===== src/pcs_pkg.sv =====
// Package for the pattern checker statistics block: register map,
// field positions, reset values and the checker event carrier.
// Assumes a 32-bit APB slave with word-aligned registers.
package pcs_pkg;

  // Register indices; byte address is four times the index
  localparam logic [9:0] PCS_IDX_TEST_CTRL = 10'h016;
  localparam logic [9:0] PCS_IDX_BYTE_TOT  = 10'h071;
  localparam logic [9:0] PCS_IDX_ERR_CTRL  = 10'h072;

  // Byte addresses derived from the indices
  localparam logic [11:0] PCS_ADDR_TEST_CTRL = {PCS_IDX_TEST_CTRL, 2'b00};
  localparam logic [11:0] PCS_ADDR_BYTE_TOT  = {PCS_IDX_BYTE_TOT, 2'b00};
  localparam logic [11:0] PCS_ADDR_ERR_CTRL  = {PCS_IDX_ERR_CTRL, 2'b00};

  // Field positions in the error and control register
  localparam int PCS_BIT_LOCK     = 0;
  localparam int PCS_BIT_CLEAR    = 1;
  localparam int PCS_BIT_BYTE_OVF = 9;
  localparam int PCS_BIT_PKT_OVF  = 10;
  // Field position of the saturate select in the test control register
  localparam int PCS_BIT_SAT_SEL  = 0;

  // Counter widths
  localparam int PCS_BYTE_W = 16;
  localparam int PCS_ERR_W  = 8;
  localparam int PCS_PKT_W  = 16;

  // Values after reset
  localparam logic [15:0] PCS_BYTE_RST = 16'h0000;
  localparam logic [7:0]  PCS_ERR_RST  = 8'h00;
  localparam logic        PCS_SAT_RST  = 1'b0;
  localparam logic [31:0] PCS_RDATA_RST = 32'h0000_0000;

  // One received byte as reported by the pattern checker
  typedef struct packed {
    logic valid;     // A byte was received this cycle
    logic error;     // That byte did not match the pattern
    logic pkt_end;   // That byte closed a packet
  } pcs_rx_s;

endpackage : pcs_pkg


===== src/pcs_top.sv =====
// Statistics logic of the pattern checker: byte, error and packet
// tallies, freeze and clear controls and overflow flags over APB.
// Assumes checker events synchronous to pclk, one byte per cycle at most.
// Notes on behaviour
// Sixteen-bit received byte tally, starts at zero.
// Saturate mode: byte tally stops at maximum.
// Eight-bit errored byte tally in low byte.
// Saturate mode: error tally holds at maximum.
// Writing bit 0 freezes tallies for reading.
// Writing bit 1 freezes and clears tallies.
// Packet tally overflow sets sticky bit 10.
// Byte tally overflow sets sticky bit 9.
// Clearing via bit 1 drops both flags.
// Bits 15 to 11 and 8 read zero.
// Wrap mode: tallies roll over, byte and packet tallies flag overflow.
//
// Register access over APB was chosen for this implementation.
`timescale 1ns/100ps

// One tally: counts, saturates or wraps, reports overflow
module pcs_tally #(
  parameter int W = 16
) (
  // Clock and reset
  input  wire logic         pclk,
  input  wire logic         presetn,
  // Control
  input  wire logic         inc,
  input  wire logic         clr,
  input  wire logic         wrap_en,
  // Result
  output logic [W-1:0]      count,
  output logic              ovf
);
  localparam logic [W-1:0] CNT_MAX = '1;  // All ones
  localparam logic [W-1:0] CNT_ONE = W'(1);

  logic at_max;                          // Tally sits at its maximum

  assign at_max = (count == CNT_MAX);
  // An increment at the maximum overflows, in both modes
  assign ovf = inc && !clr && at_max;

  // Tally register; a byte arriving with the clear is counted
  always_ff @(posedge pclk or negedge presetn) begin
    if (!presetn) begin
      count <= '0;
    end else if (clr) begin
      count <= inc ? CNT_ONE : '0;
    end else if (inc && !at_max) begin
      count <= count + CNT_ONE;
    end else if (inc && wrap_en) begin
      count <= '0;
    end
  end
endmodule // pcs_tally

// Top: APB slave and the checker statistics
module pcs_top #(
  parameter int AW = 12   // APB address width
) (
  // Clock and reset
  input  wire logic           pclk,
  input  wire logic           presetn,
  // APB slave
  input  wire logic           psel,
  input  wire logic           penable,
  input  wire logic           pwrite,
  input  wire logic [AW-1:0]  paddr,
  input  wire logic [31:0]    pwdata,
  input  wire logic [3:0]     pstrb,
  output logic [31:0]         prdata,
  output logic                pready,
  output logic                pslverr,
  // Checker events
  input  wire pcs_pkg::pcs_rx_s rx_evt
);
  import pcs_pkg::*;

  logic                  sat_sel_reg;     // 1 = wrap, 0 = saturate
  logic [PCS_BYTE_W-1:0] byte_snap_reg;   // Frozen byte tally
  logic [PCS_ERR_W-1:0]  err_snap_reg;    // Frozen error tally
  logic                  byte_ovf_reg;    // Sticky byte overflow
  logic                  pkt_ovf_reg;     // Sticky packet overflow
  logic [31:0]           rdata_next;      // Read data for this address
  logic                  hit_next;        // Address is mapped
  logic                  apb_done;        // Transfer completes now
  logic                  wr_done;         // Write completes now
  logic                  sel_ctrl;        // Test control selected
  logic                  sel_byte;        // Byte total selected
  logic                  sel_err;         // Error and control selected
  logic                  lock_pls;        // Freeze the tallies
  logic                  clr_pls;         // Clear tallies and flags
  logic [PCS_BYTE_W-1:0] byte_cnt;        // Live byte tally
  logic [PCS_ERR_W-1:0]  err_cnt;         // Live error tally
  logic [PCS_PKT_W-1:0]  pkt_cnt;         // Live packet tally
  logic                  byte_ovf;        // Byte tally overflow event
  logic                  err_ovf;         // Error tally overflow event
  logic                  pkt_ovf;         // Packet tally overflow event

  // Address decode on the full byte address
  assign sel_ctrl = (paddr == AW'(PCS_ADDR_TEST_CTRL));
  assign sel_byte = (paddr == AW'(PCS_ADDR_BYTE_TOT));
  assign sel_err  = (paddr == AW'(PCS_ADDR_ERR_CTRL));

  // A transfer ends at the edge where pready is sampled high
  assign apb_done = psel && penable && pready;
  assign wr_done  = apb_done && pwrite;

  // Control strobes from a write of the error and control register
  assign lock_pls = wr_done && sel_err && pstrb[0]
                    && (pwdata[PCS_BIT_LOCK] || pwdata[PCS_BIT_CLEAR]);
  assign clr_pls  = wr_done && sel_err && pstrb[0]
                    && pwdata[PCS_BIT_CLEAR];

  // Received byte tally
  pcs_tally #(.W(PCS_BYTE_W)) u_byte (
    .pclk    (pclk),
    .presetn (presetn),
    .inc     (rx_evt.valid),
    .clr     (clr_pls),
    .wrap_en (sat_sel_reg),
    .count   (byte_cnt),
    .ovf     (byte_ovf)
  );

  // Errored byte tally
  pcs_tally #(.W(PCS_ERR_W)) u_err (
    .pclk    (pclk),
    .presetn (presetn),
    .inc     (rx_evt.valid && rx_evt.error),
    .clr     (clr_pls),
    .wrap_en (sat_sel_reg),
    .count   (err_cnt),
    .ovf     (err_ovf)
  );

  // Packet tally, seen only through its overflow flag
  pcs_tally #(.W(PCS_PKT_W)) u_pkt (
    .pclk    (pclk),
    .presetn (presetn),
    .inc     (rx_evt.valid && rx_evt.pkt_end),
    .clr     (clr_pls),
    .wrap_en (sat_sel_reg),
    .count   (pkt_cnt),
    .ovf     (pkt_ovf)
  );

  // Saturate select, written through the test control register
  always_ff @(posedge pclk or negedge presetn) begin
    if (!presetn) begin
      sat_sel_reg <= PCS_SAT_RST;
    end else if (wr_done && sel_ctrl && pstrb[0]) begin
      sat_sel_reg <= pwdata[PCS_BIT_SAT_SEL];
    end
  end

  // Freeze: snapshot taken before any clear of the same write
  always_ff @(posedge pclk or negedge presetn) begin
    if (!presetn) begin
      byte_snap_reg <= PCS_BYTE_RST;
      err_snap_reg  <= PCS_ERR_RST;
    end else if (lock_pls) begin
      byte_snap_reg <= byte_cnt;
      err_snap_reg  <= err_cnt;
    end
  end

  // Sticky overflow flags; clear cannot meet an overflow event
  always_ff @(posedge pclk or negedge presetn) begin
    if (!presetn) begin
      byte_ovf_reg <= 1'b0;
      pkt_ovf_reg  <= 1'b0;
    end else begin
      byte_ovf_reg <= byte_ovf || (byte_ovf_reg && !clr_pls);
      pkt_ovf_reg  <= pkt_ovf || (pkt_ovf_reg && !clr_pls);
    end
  end

  // Read mux; reserved bits and upper half read zero
  always_comb begin
    rdata_next = '0;
    hit_next   = 1'b1;
    if (sel_ctrl) begin
      rdata_next[PCS_BIT_SAT_SEL] = sat_sel_reg;
    end else if (sel_byte) begin
      rdata_next[PCS_BYTE_W-1:0] = byte_snap_reg;
    end else if (sel_err) begin
      rdata_next[PCS_ERR_W-1:0] = err_snap_reg;
      rdata_next[PCS_BIT_BYTE_OVF] = byte_ovf_reg;
      rdata_next[PCS_BIT_PKT_OVF]  = pkt_ovf_reg;
    end else begin
      hit_next = 1'b0;                   // Unmapped address
    end
  end

  // APB answer: one wait state, data and error with pready
  always_ff @(posedge pclk or negedge presetn) begin
    if (!presetn) begin
      pready  <= 1'b0;
      prdata  <= PCS_RDATA_RST;
      pslverr <= 1'b0;
    end else if (psel && penable && !pready) begin
      pready  <= 1'b1;
      prdata  <= pwrite ? '0 : rdata_next;
      pslverr <= !hit_next;
    end else begin
      pready  <= 1'b0;
      prdata  <= '0;
      pslverr <= 1'b0;
    end
  end
endmodule // pcs_top


===== config.mk =====
export PLATFORM = sky130hd
export DESIGN_NAME = pcs_top
export DESIGN_NICKNAME = d
export VERILOG_FILES = /design/src/pcs_pkg.sv /design/src/pcs_top.sv
export SDC_FILE = /design/constraint.sdc
export NUM_CORES = 1
export LEC_CHECK = 0
export BUFFER_PORTS_ARGS = -buffer_cell sky130_fd_sc_hd__buf_2
export CELL_PAD_IN_SITES_DETAIL_PLACEMENT = 0
export CELL_PAD_IN_SITES_GLOBAL_PLACEMENT = 1
export CORE_MARGIN = 2
export CORE_UTILIZATION = 30
export CTS_BUF_LIST = sky130_fd_sc_hd__clkbuf_16
export DETAILED_ROUTE_END_ITERATION = 10
export GPL_ROUTABILITY_DRIVEN = 0
export PLACE_DENSITY = 0.64
export SLEW_MARGIN = 20
export SYNTH_ARGS = -nofsm -noshare
export SYNTH_HDL_FRONTEND = slang
export SYNTH_SLANG_ARGS = --single-unit

===== constraint.sdc =====
create_clock -name pclk -period 1.79 [get_ports pclk]
set_input_delay 0.0895 -clock pclk [delete_from_list [all_inputs] [get_ports pclk]]
set_output_delay 0.0895 -clock pclk [all_outputs]
set_load 0.05 [all_outputs]

# ---- Word level (Yosys, flattened, before mapping)
# Cells that the tools add are included.
dict set report word_totals {
  inputBits 56
  reg_bits 101
  elab_cells 83
  out_inout_bits 34
}
dict set report op_classes {
  n_eq_ne 6
  muxes 27
  n_reduce_logical 36
  n_addsub 3
}
# operator count
set op_table {}
lappend op_table {{16-bit two-way mux} 7}
lappend op_table {{8-bit two-way mux} 5}
lappend op_table {{16-bit by 1-bit adder with 16-bit output (second input constant)} 2}
lappend op_table {{16-bit == test (second input constant)} 2}
lappend op_table {{32-bit two-way mux} 1}
lappend op_table {{12-bit by 9-bit == test with 1-bit output (second input constant)} 2}
lappend op_table {{1-bit logical AND} 24}
lappend op_table {{15-bit two-way mux} 1}
lappend op_table {{12-bit by 7-bit == test with 1-bit output (second input constant)} 1}
lappend op_table {{1-bit two-way mux} 10}
lappend op_table {{3-bit nonzero test} 3}
lappend op_table {{8-bit by 1-bit adder with 8-bit output (second input constant)} 1}
lappend op_table {{8-bit == test (second input constant)} 1}
lappend op_table {{1-bit logical NOT} 6}
lappend op_table {{5-bit two-way mux} 1}
lappend op_table {{2-bit two-way mux} 2}
lappend op_table {{1-bit logical OR} 3}

# ---- Longest topological paths before layout
# Gate-level depths: netlist (run 1).
dict set report logic_depth {
  ltp_word 10
  ltp_mapped 7
  ltp_nobuf 6
}

# ---- Modules after synthesis
# Synthesis (run 1) repeated with hierarchy kept, for this count alone.
dict set report unflattened {
  cells_unflattened 415
  area_unflattened_um2 4441.8
}
# module cells_each seq_area_each_um2 n_inst area_per_inst_um2
set modules_own_cells {}
lappend modules_own_cells {pcs_top 150 1126.1 1 2048.2}
lappend modules_own_cells {{pcs_tally at u_pkt} 109 400.4 1 962.2}
lappend modules_own_cells {{pcs_tally at u_byte} 106 400.4 1 948.4}
lappend modules_own_cells {{pcs_tally at u_err} 50 200.2 1 483.0}

# ---- Worst setup path after synthesis (run 1)
# OpenSTA, ideal clock, no wires.
dict set report synth_timing {
  kind {reg2reg}
  startpoint {register u_pkt.count[0]}
  endpoint {register u_pkt.count[7]}
  path_stages_with_launch 8
  period_less_slack_ps 1957
  setup_time_ps 125
  slack_ps -167
  n_path_buf 1
  arrival_ps 1831
  required_ps 1665
  path_cell_list {dfrtp_1 -> ha_1 -> nand3_1 -> nor4_2 -> nor2_1 -> clkbuf_1 -> a31oi_1 -> a21oi_1}
}
dict set report synth_between {
  elab_chain_cells 5
  word_cells_on_any_way 7
  cone_classes {1 x add/sub; 1 x eq/ne; 2 x mux; 3 x reduce/logical}
}
# item line
set synth_lines {}
lappend synth_lines {{from (decl)} pcs_top.sv:32} ;# output logic [W-1:0] count,
lappend synth_lines {{from (signal assigned)} pcs_top.sv:49} ;# count <= inc ? CNT_ONE : '0;
lappend synth_lines {{from (signal assigned)} pcs_top.sv:51} ;# count <= count + CNT_ONE;
lappend synth_lines {{parallel branches: the longest is 5 deep, another holds 16-bit by 1-bit adder with 16-bit output} --}
# Several ways; the timed one is not identified.
# A chain may end at the register's enable or synchronous reset.

# ---- Worst setup path after layout (run 1)
dict set report layout_timing {
  startpoint {register u_byte.count[0]}
  endpoint {register u_byte.count[3]}
}
dict set report layout_between {
  elab_chain_cells 5
  word_cells_on_any_way 7
  cone_classes {1 x add/sub; 1 x eq/ne; 2 x mux; 3 x reduce/logical}
}
# item line
set layout_lines {}
lappend layout_lines {{from (decl)} pcs_top.sv:32}
lappend layout_lines {{from (signal assigned)} pcs_top.sv:49}
lappend layout_lines {{from (signal assigned)} pcs_top.sv:51}
lappend layout_lines {{parallel branches: the longest is 5 deep, another holds 16-bit by 1-bit adder with 16-bit output} --}
# Several ways; the timed one is not identified.

==> summary.txt, run 1 <==
Layout
  • Final std cells w/o fill: 740
  • Final nets: 610
  • Area Growth Syn to Fin: 35.1%
  • Share of cells above drive strength 1: 0.385
  • Final core occ: 0.412
  • Diodes inserted: 0

Setup path
  • Arrival time worst endpoint: 2.13 ns
  • Worst path slowest cell: or4_4
  • R2R Setup Slk: -0.11 ns
  • Setup CP Type: flip-flop to flip-flop
  • Worst Path Max Fanout: 4
  • Worst EP required: 2.01 ns
  • R2r endpoint: u_byte.count[3]$_DFFE_PN0P_
  • Reg2reg start: u_byte.count[0]$_DFFE_PN0P_
  • WP buf/inv: 1
  • CP max stage delay: 0.45 ns
  • R2R depth: 7
  • CP cell instances: ha_2, nand4_1, or4_4, buf_6, a21oi_1, nor2b_1, o31a_1
  • Critical path launch point: u_byte.count[0]$_DFFE_PN0P_
  • Crit end category: flip-flop
  • Startpoint Class: flip-flop
  • Critical path's top delay family: simple AND/OR/NAND/NOR gates

Pwr
  • VDD IR max: 0.407 mV
  • Tot Pwr: 5.18 mW
  • PD cells: between 800 and 900 mW/mm^2
  • Leakage Power: approximately 2.7 nW

Timing
  • Final setup margin: -0.113 ns
  • Setup Skew: 0.0117 ns
  • Post-layout min period: 1.90 ns
  • TNS Setup: -0.886 ns
  • Fin. Hold Viols: 0
  • # setup viols final: 17
  • Tcrit/Tclk final: 1.06
  • Max Slew Vio Count: 0
  • RSZ-0062 raised after global routing: true
  • Worst hold margin: 0.0167 ns
  • Max Freq: 525 MHz

Yosys
  • Area leader, netlist: dfrtp_1
  • Yosys warns: 0
  • Gate Count Post-Synth: approximately 430
  • FF+latch count, synth: 85
  • Number of synthesized flops with an enable pin: 0
  • Synth cell types: 56
  • Seq/Total Area, Yosys: 0.486
  • Synth Area per Inst: 10.2 sq um
  • Most frequent cell after synthesis: dfrtp_1
  • Commonest register cell after synthesis: dfrtp_1
  • Synth top area cells: dfrtp_1 (49%), mux2_4 (5.5%), nor2_1 (3.8%), nand2_1 (3.3%), buf_4 (2.7%)
  • Async SR Flop Fraction: 1.00
  • Synth top cells by count: dfrtp_1 (85), nor2_1 (44), nand2_1 (38)
  • Top-area cell type share of the netlist area: 0.486
  • Post-synthesis cell area: approximately 0.0044 sq mm

CTS
  • Worst-Skew Late Latency: 0.35 ns
  • Clock Path Buffers: 2
  • CTS tree: built
  • Root Driver: clkbuf_16
  • H-tree depth: 3
  • Clk sink count: 85
  • Clock transition at path regs: 0.06 ns
  • Number of buffers created by CTS: 9

Run status
  • Outcome: complete, but fails checks
  • Violated checks: setup timing

Global route
  • Global-route wire length before repair: about 18000 um
  • GR Overflow Total: 0
  • Vias in the first global route: 3602
  • Initial antenna violation count: 0
  • GRT Total Usage: 0.142
  • Pin count of the biggest net entering global routing: 40

Routing
  • Post-DR wirelength/cell: 14.5 um
  • Final wirelength: 10700 um
  • Drt pass-1 iters: 4
  • Final routed DRC violation total: 0
  • Via count: 3663
  • Starting DRT DRC Count: 113
  • Vias per Instance: 4.95
  • ANT nets after route: 0

Floorplan
  • Die H: 125 um
  • Die area: 0.0156 sq mm
  • Ports: 90
  • Die width: 125 um
  • Core Area: 0.0144 sq mm
  • Initial Utilization: 0.305
  • # rows: 44

Placement
  • Placed cell count: 710
  • Port bufs: 40
  • Dpl hpwl: 7800 um

Min path
  • Hold path depth: 3
  • HP Class: input pin to flip-flop
  • Min-Delay Endpoint: pready$_DFF_PN0_
  • Hold Crit Start: penable

Job
  • Max-cap violation count: 0
==> worst reg2reg max path: cells and delay by family (launching register included) <==
family | cells | cell delay (ns)
simple gates | 3 | 0.62
buf+inv | 1 | 0.15
flops | 1 | 0.41
compound gates | 2 | 0.41
fa+ha+maj | 1 | 0.21
==> worst max-delay path by stage <==
stage / endpoint / cells past startpoint
after floorplan: u_byte.count[0]$_DFFE_PN0P_ / 7
after global placement: u_byte.count[3]$_DFFE_PN0P_ / 7
after detailed placement: u_pkt.count[3]$_DFFE_PN0P_ / 6
after CTS: u_byte.count[11]$_DFFE_PN0P_ / 8
after global routing: u_byte.count[7]$_DFFE_PN0P_ / 8
final: u_byte.count[3]$_DFFE_PN0P_ / 7
==> through the flow <==
step,setup WS [ns],instance area [sq um]
2_1_floorplan,-0.0204,4510
3_3_place_gp,-0.124,5330
3_5_place_dp,-0.147,5330
4_1_cts,-0.122,5740
5_1_grt,-0.195,5910
6_report,-0.113,5910
==> layer usage <==
metal | track usage | wire, um | vias to the layer above
met5 | 0 | 0 | -
met4 | 0.0443 | 109 | 0
met3 | 0.0335 | 395 | 9
met2 | 0.234 | 5170 | 72
met1 | 0.185 | 5030 | 1789
li1 | - | - | 1793
==> cell families (layout without fill, tap and decap cells) <==
group                      after synthesis  in the layout  share of synthesized area
AOI/OAI and AO/OA                       84             84                      0.133
xor gates and xnor gates                 4              4                    0.00800
adders and majority gates                3              3                    0.00857
buffers and inverters                   38            150                     0.0523
DFF                                     85             85                      0.486
muxes                                   27             27                     0.0826
other                                    1             16                   0.000857
and+or+nand+nor                        187            187                      0.229
==> what timing repair did <==
item | 4_1_cts | 5_1_grt
hold buffers | 1 | 0
pin swaps | 13 | 15
hold endpoints to repair | 25 | 0
gates resized for setup | 11 | 31
cloned | 0 | 0
buffers inserted | 7 | 6
setup endpoints to repair | 24 | 30
==> cell usage in the layout (no fill, tap or decap), types with 3 or more instances in the layout <==
master	netlist	routed
nand3_1	23	22
clkbuf_16	0	9
nand2_4	0	6
o21ai_2	1	3
and2_1	8	8
o31a_1	4	4
a21oi_1	23	18
mux2_2	9	9
nand2b_1	4	4
buf_6	2	5
dfrtp_1	85	83
buf_4	16	80
or3_1	3	3
o21ai_0	12	7
xnor2_1	4	4
inv_1	5	6
nand4_1	11	11
nor3_1	13	11
conb_1	1	16
nand2_1	38	31
a311oi_1	5	4
nand3b_1	4	4
o21ai_1	1	3
buf_12	0	4
and3_1	11	11
buf_2	9	39
a22oi_1	13	13
a211oi_2	1	3
a31oi_1	7	5
nor2_1	44	44
a21oi_2	0	5
nor4_1	6	4
nor4b_1	3	3
nor2b_1	3	3
mux2_4	16	16
==> cell type report <==
| cell class | instances | area (sq um) |
|---|---|---|
| clock buffers | 9 | 225 |
| clock inverters | 7 | 67.6 |
| fillers | 1368 | 8460 |
| inverters | 5 | 18.8 |
| multi-input cells | 321 | 2300 |
| flip-flops and latches | 85 | 2130 |
| well taps | 184 | 230 |
| repair buffers | 129 | 942 |
==> where the power goes <==
group / internal (mW) / total [mW] / switching (mW)
Sequential: 2.10 / 2.27 / 0.175
Clock: 1.07 / 1.84 / 0.761
Combinational: 0.504 / 1.08 / 0.573
Power figures use the tool's default switching activity.
==> run 2, diff against run 1 <==
--- a/config.mk
+++ b/config.mk
@@ -13,6 +13,7 @@
 export CTS_BUF_LIST = sky130_fd_sc_hd__clkbuf_16
 export DETAILED_ROUTE_END_ITERATION = 10
 export GPL_ROUTABILITY_DRIVEN = 0
+export GPL_TIMING_DRIVEN = 0
 export PLACE_DENSITY = 0.64
 export SLEW_MARGIN = 20
 export SYNTH_ARGS = -nofsm -noshare
==> summary.txt, run 2 (same netlist as run 1, synthesis figures left out) <==
Routing
  • Routed wl met2: 5560 um
  • Via count: 3655
  • Met3 WL: between 400 and 500 um
  • Vias per Instance: 5.00
  • Drt pass-1 iters: 4
  • Final routed DRC violation total: 0
  • Metal1 wirelength: about 5000 um
  • Final wirelength: 11300 um
  • Top Layer Used: met4
  • ANT nets after route: 0
  • Post-DR wirelength/cell: 15.5 um
  • Starting DRT DRC Count: roughly 150

Timing
  • Worst hold margin: 0.0263 ns
  • TNS Setup: -0.184 ns
  • Worst-margin pin slew: 0.657 ns
  • Post-layout min period: 1.85 ns
  • Tcrit/Tclk final: 1.03
  • Relative slew margins: 0.556
  • Max Slew Vio Count: 0
  • # setup viols final: 8
  • Setup Skew: 0.00974 ns
  • Fin. Hold Viols: 0
  • RSZ-0062 raised after global routing: true
  • Final setup margin: -0.0608 ns
  • Max Freq: 540 MHz

Global route
  • Initial antenna violation count: 0
  • Global-route wire length before repair: 18100 um
  • GR Overflow Total: 0
  • GRT Total Usage: 0.145
  • Vias in the first global route: 3644
  • Pin count of the biggest net entering global routing: between 40 and 50

CTS
  • Clock Path Buffers: 2
  • Clock transition at path regs: about 0.070 ns
  • Clk sink count: 85
  • Number of buffers created by CTS: 9
  • Root Driver: clkbuf_16
  • H-tree depth: 3
  • Worst-Skew Late Latency: ~0.35 ns
  • CTS tree: built

Setup path
  • Setup crit end: u_byte.count[13]$_DFFE_PN0P_
  • Critical path launch point: u_byte.count[11]$_DFFE_PN0P_
  • Crit end category: flip-flop
  • Worst Path Max Fanout: 6
  • R2R depth: 7
  • R2R Setup Slk: -0.06 ns
  • Startpoint Class: flip-flop
  • Setup CP Type: flip-flop to flip-flop
  • R2r endpoint: u_byte.count[13]$_DFFE_PN0P_
  • Reg2reg start: u_byte.count[11]$_DFFE_PN0P_
  • Arrival time worst endpoint: 2.12 ns
  • Worst EP required: 2.06 ns

Pwr
  • PD cells: 915 mW/mm^2
  • Leakage Power: 2.66 nW
  • VDD IR max: 0.530 mV

Floorplan
  • Ports: 90
  • Die area: between 0.015 and 0.02 sq mm
  • Die width: 125 um
  • Core Area: ~0.014 sq mm
  • Die H: 125 um
  • Initial Utilization: 0.305
  • # rows: 44

Placement
  • Pre-CTS setup slack: -0.366 ns
  • Cell Area, Placed: 0.00497 sq mm
  • Dpl hpwl: roughly 7500 um
  • Port bufs: 40

Layout
  • Most common cell after layout, fill and taps aside: dfrtp_1
  • Most frequent cells in the layout: dfrtp_1 (73), buf_4 (54), buf_2 (44), nor2_1 (42), nand2_1 (35)
  • Diodes inserted: 0
  • Share of cells above drive strength 1: 0.410
  • Area Growth Syn to Fin: 35.3%
  • Final nets: 601
  • Final Cell Area: 0.00592 sq mm

Job
  • Max-cap violation count: 0

Min path
  • Hold Crit Start: pwdata[0]
  • HP Class: input pin to flip-flop

Run status
  • Violated checks: setup timing
  • Outcome: complete, but fails checks
[run 2: changes by cell type in the layout (fill, tap and decap cells not counted), sizes merged]
cell	previous run	this run
clkbuf	9	15
buf	128	113
clkinv	3	2
bufinv	1	2
[run 2: timing repair]
item,4_1_cts,5_1_grt
gates resized for setup,24,47
endpoints found under the setup margin,37,45
endpoints found under the hold margin,44,0
gates cloned,0,0
pin swaps,13,19
hold buffers,1,0
setup buffers,36,11
[run 2: how the worst min path moves through the flow]
stage / to / depth (start not counted) / slack (ns)
after floorplan: byte_ovf_reg$_DFF_PN0_ / 0 / -0.21
after global placement: pready$_DFF_PN0_ / 3 / 0.37
after detailed placement: err_snap_reg[0]$_DFFE_PN0P_ / 1 / 0.14
after CTS: pready$_DFF_PN0_ / 3 / 0.009
after global routing: sat_sel_reg$_DFFE_PN0P_ / 2 / 0.04
final: sat_sel_reg$_DFFE_PN0P_ / 2 / 0.03
[run 2: final cells by class]
cell class | instances | area [sq um]
buffer | 31 | 221
fill | 1437 | 8450
clock buffer | 9 | 225
tap | 184 | 230
inverter | 5 | 18.8
multi-input combinational | 321 | 2350
timing repair buffer | 89 | 639
clock inverter | 7 | 97.6
sequential | 85 | 2140
[run 2: report_power, final]
| group | switching (mW) | internal, mW | total, mW | leakage [nW] |
|---|---|---|---|---|
| Combinational | 0.539 | 0.477 | 1.02 | 1.37 |
| Sequential | 0.238 | 2.10 | 2.34 | 1.13 |
| Clock | 0.828 | 1.23 | 2.06 | 0.154 |
| Total | 1.60 | 3.81 | 5.42 | 2.66 |
[run 2: critical path, stage by stage, from the launching register on]
cell      delay, ns
dfrtp_1        0.35
buf_6          0.10
nand4_1        0.13
or4_4          0.61
o21ai_4        0.18
buf_6          0.15
a21oi_2        0.04
a211oi_2       0.22
[run 2: layer usage]
layer  global-route usage  vias up
met3               0.0344       18
met1                0.176     1785
met4               0.0542        0
met5                    0        -
li1                     -     1776
met2                0.250       76
[run 2: through the flow]
step | instances | util | power [mW]
floorplan | 444 | - | 2.84
finish | 731 | 0.412 | 5.42
global route | 731 | 0.412 | 5.65
detailed placement | 669 | 0.346 | 3.08
global placement | 668 | 0.344 | 3.04
CTS | 720 | 0.393 | 5.35
==> run 3, diff against run 2 <==
--- a/config.mk
+++ b/config.mk
@@ -14,7 +14,8 @@
 export DETAILED_ROUTE_END_ITERATION = 10
 export GPL_ROUTABILITY_DRIVEN = 0
 export GPL_TIMING_DRIVEN = 0
-export PLACE_DENSITY = 0.64
+export HOLD_SLACK_MARGIN = 0.03
+export PLACE_DENSITY = 0.62
 export SLEW_MARGIN = 20
 export SYNTH_ARGS = -nofsm -noshare
 export SYNTH_HDL_FRONTEND = slang
==> constraint.sdc (replaced) <==
create_clock -name pclk -period 1.97 [get_ports pclk]
set_input_delay 0.0985 -clock pclk [delete_from_list [all_inputs] [get_ports pclk]]
set_output_delay 0.0985 -clock pclk [all_outputs]
set_load 0.05 [all_outputs]
==> summary.txt, run 3 (same netlist as run 1, synthesis figures left out) <==
Routing
  • Starting DRT DRC Count: 233
  • Via count: between 3000 and 4000
  • ANT nets after route: 0
  • Final routed DRC violation total: 1
  • Final wirelength: approximately 11000 um
  • Vias per Instance: 5.01
  • Drt pass-1 iters: 7
  • Post-DR wirelength/cell: about 15 um

Pwr
  • Leakage Power: between 2 and 3 nW
  • PD cells: a little over 800 mW/mm^2
  • VDD IR max: 0.401 mV

Placement
  • Cell Area, Placed: 0.00489 sq mm
  • Port bufs: 40
  • Dpl hpwl: 7380 um

Timing
  • Worst-margin pin slew: 0.671 ns
  • # setup viols final: 0
  • Max Freq: 526 MHz
  • Relative slew margins: 0.548
  • Tcrit/Tclk final: 0.966
  • Setup Skew: around 0.0087 ns
  • Max Slew Vio Count: 0
  • TNS Setup: 0 ns
  • Post-layout min period: 1.90 ns
  • RSZ-0062 raised after global routing: true
  • Fin. Hold Viols: 0

Layout
  • Most frequent cells in the layout: dfrtp_1 (75), buf_2 (47), nor2_1 (43), buf_4 (38), nand2_1 (36)
  • Final Cell Area: 0.00555 sq mm
  • Diodes inserted: 0
  • Share of cells above drive strength 1: 0.335
  • Final nets: 580
  • Most common cell after layout, fill and taps aside: dfrtp_1
  • Area Growth Syn to Fin: 26.7%

CTS
  • Clock Path Buffers: 2
  • Clk sink count: between 80 and 90
  • Root Driver: clkbuf_16
  • CTS tree: built
  • Worst-Skew Late Latency: 0.35 ns
  • Number of buffers created by CTS: 9
  • Clock transition at path regs: ~0.070 ns
  • H-tree depth: 3

Global route
  • Initial antenna violation count: 0
  • GRT Total Usage: 0.145
  • Vias in the first global route: ~3500
  • GR Overflow Total: 0
  • Pin count of the biggest net entering global routing: 53
  • Global-route wire length before repair: roughly 18000 um

Setup path
  • Critical path's top delay family: simple AND/OR/NAND/NOR gates
  • Crit end category: flip-flop
  • Arrival time worst endpoint: 2.17 ns
  • CP cell instances: nand4_4, or4_4, buf_6, o21ai_4, a21oi_1, a211oi_2
  • Setup CP Type: flip-flop to flip-flop
  • Worst EP required: about 2.2 ns
  • R2R Setup Slk: 0.07 ns
  • Worst path slowest cell: or4_4
  • Worst Path Max Fanout: 8
  • CP max stage delay: between 0.5 and 0.6 ns
  • WP buf/inv: 1
  • Startpoint Class: flip-flop

Floorplan
  • Die area: 0.0156 sq mm
  • Die H: 125 um
  • Die width: 125 um
  • Core Area: 0.0144 sq mm
  • # rows: 44
  • Initial Utilization: 0.305
  • Ports: 90

Min path
  • HP Class: input pin to flip-flop

Run status
  • Violated checks: DRC
  • Outcome: complete, but fails checks

Job
  • Max-cap violation count: 0
[run 3: cell types whose count changed in the layout (fill, tap and decap cells not counted), sizes merged]
cell	delta
clkbuf	-2
inv	+1
dlygate4sd3	+1
buf	-20
bufinv	-2
clkinv	+1
[run 3: worst paths after layout]
path / from / endpoint / cells after the start
min in group asynchronous: presetn / pready$_DFF_PN0_ / 2
max: u_byte.count[4]$_DFFE_PN0P_ / u_byte.count[13]$_DFFE_PN0P_ / 6
min: pwdata[0] / sat_sel_reg$_DFFE_PN0P_ / 2
max in group asynchronous: presetn / u_pkt.count[0]$_DFFE_PN0P_ / 3
min reg2reg: byte_snap_reg[8]$_DFFE_PN0P_ / byte_snap_reg[8]$_DFFE_PN0P_ / 2
max reg2reg: u_byte.count[4]$_DFFE_PN0P_ / u_byte.count[13]$_DFFE_PN0P_ / 6
[run 3: stage by stage]
step	std cells	total power [mW]	setup slack, ns	util	hold WS, ns
4_1_cts	699	4.56	0.00564	0.375	0.0322
3_3_place_gp	668	2.72	-0.619	0.339	0.379
6_report	710	4.60	0.0674	0.386	0.0396
2_1_floorplan	444	2.53	0.0134	-	-0.197
5_1_grt	710	4.83	-0.0137	0.386	0.0452
3_5_place_dp	669	2.74	-0.585	0.341	0.0807
[run 3: layout make-up]
| class | instances | area (sq um) |
|---|---|---|
| fillers | 1427 | 8820 |
| multi-input cells | 321 | 2190 |
| flip-flops and latches | 85 | 2140 |
| repair buffers | 67 | 450 |
| well taps | 184 | 230 |
| clock buffers | 9 | 225 |
| plain buffers | 32 | 220 |
| clock inverters | 7 | 67.6 |
| inverters | 5 | 18.8 |
[run 3: what timing repair did]
action | CTS | global route
endpoints found under the setup margin | 29 | 32
pin swaps | 5 | 7
hold buffers | 2 | 0
endpoints found under the hold margin | 34 | 0
setup buffers | 12 | 12
resized for setup | 19 | 22
[run 3: metal layers]
layer	global-route usage	vias up	routed length (um)
li1	-	1731	-
met1	0.196	1722	5060
met2	0.229	92	4990
met3	0.0352	11	540
met4	0.0489	0	165
met5	0	-	0
[run 3: where the power goes]
| part | internal [mW] | switching [mW] |
|---|---|---|
| logic | 0.364 | 0.405 |
| registers | 1.91 | 0.243 |
| clock network | 0.888 | 0.786 |
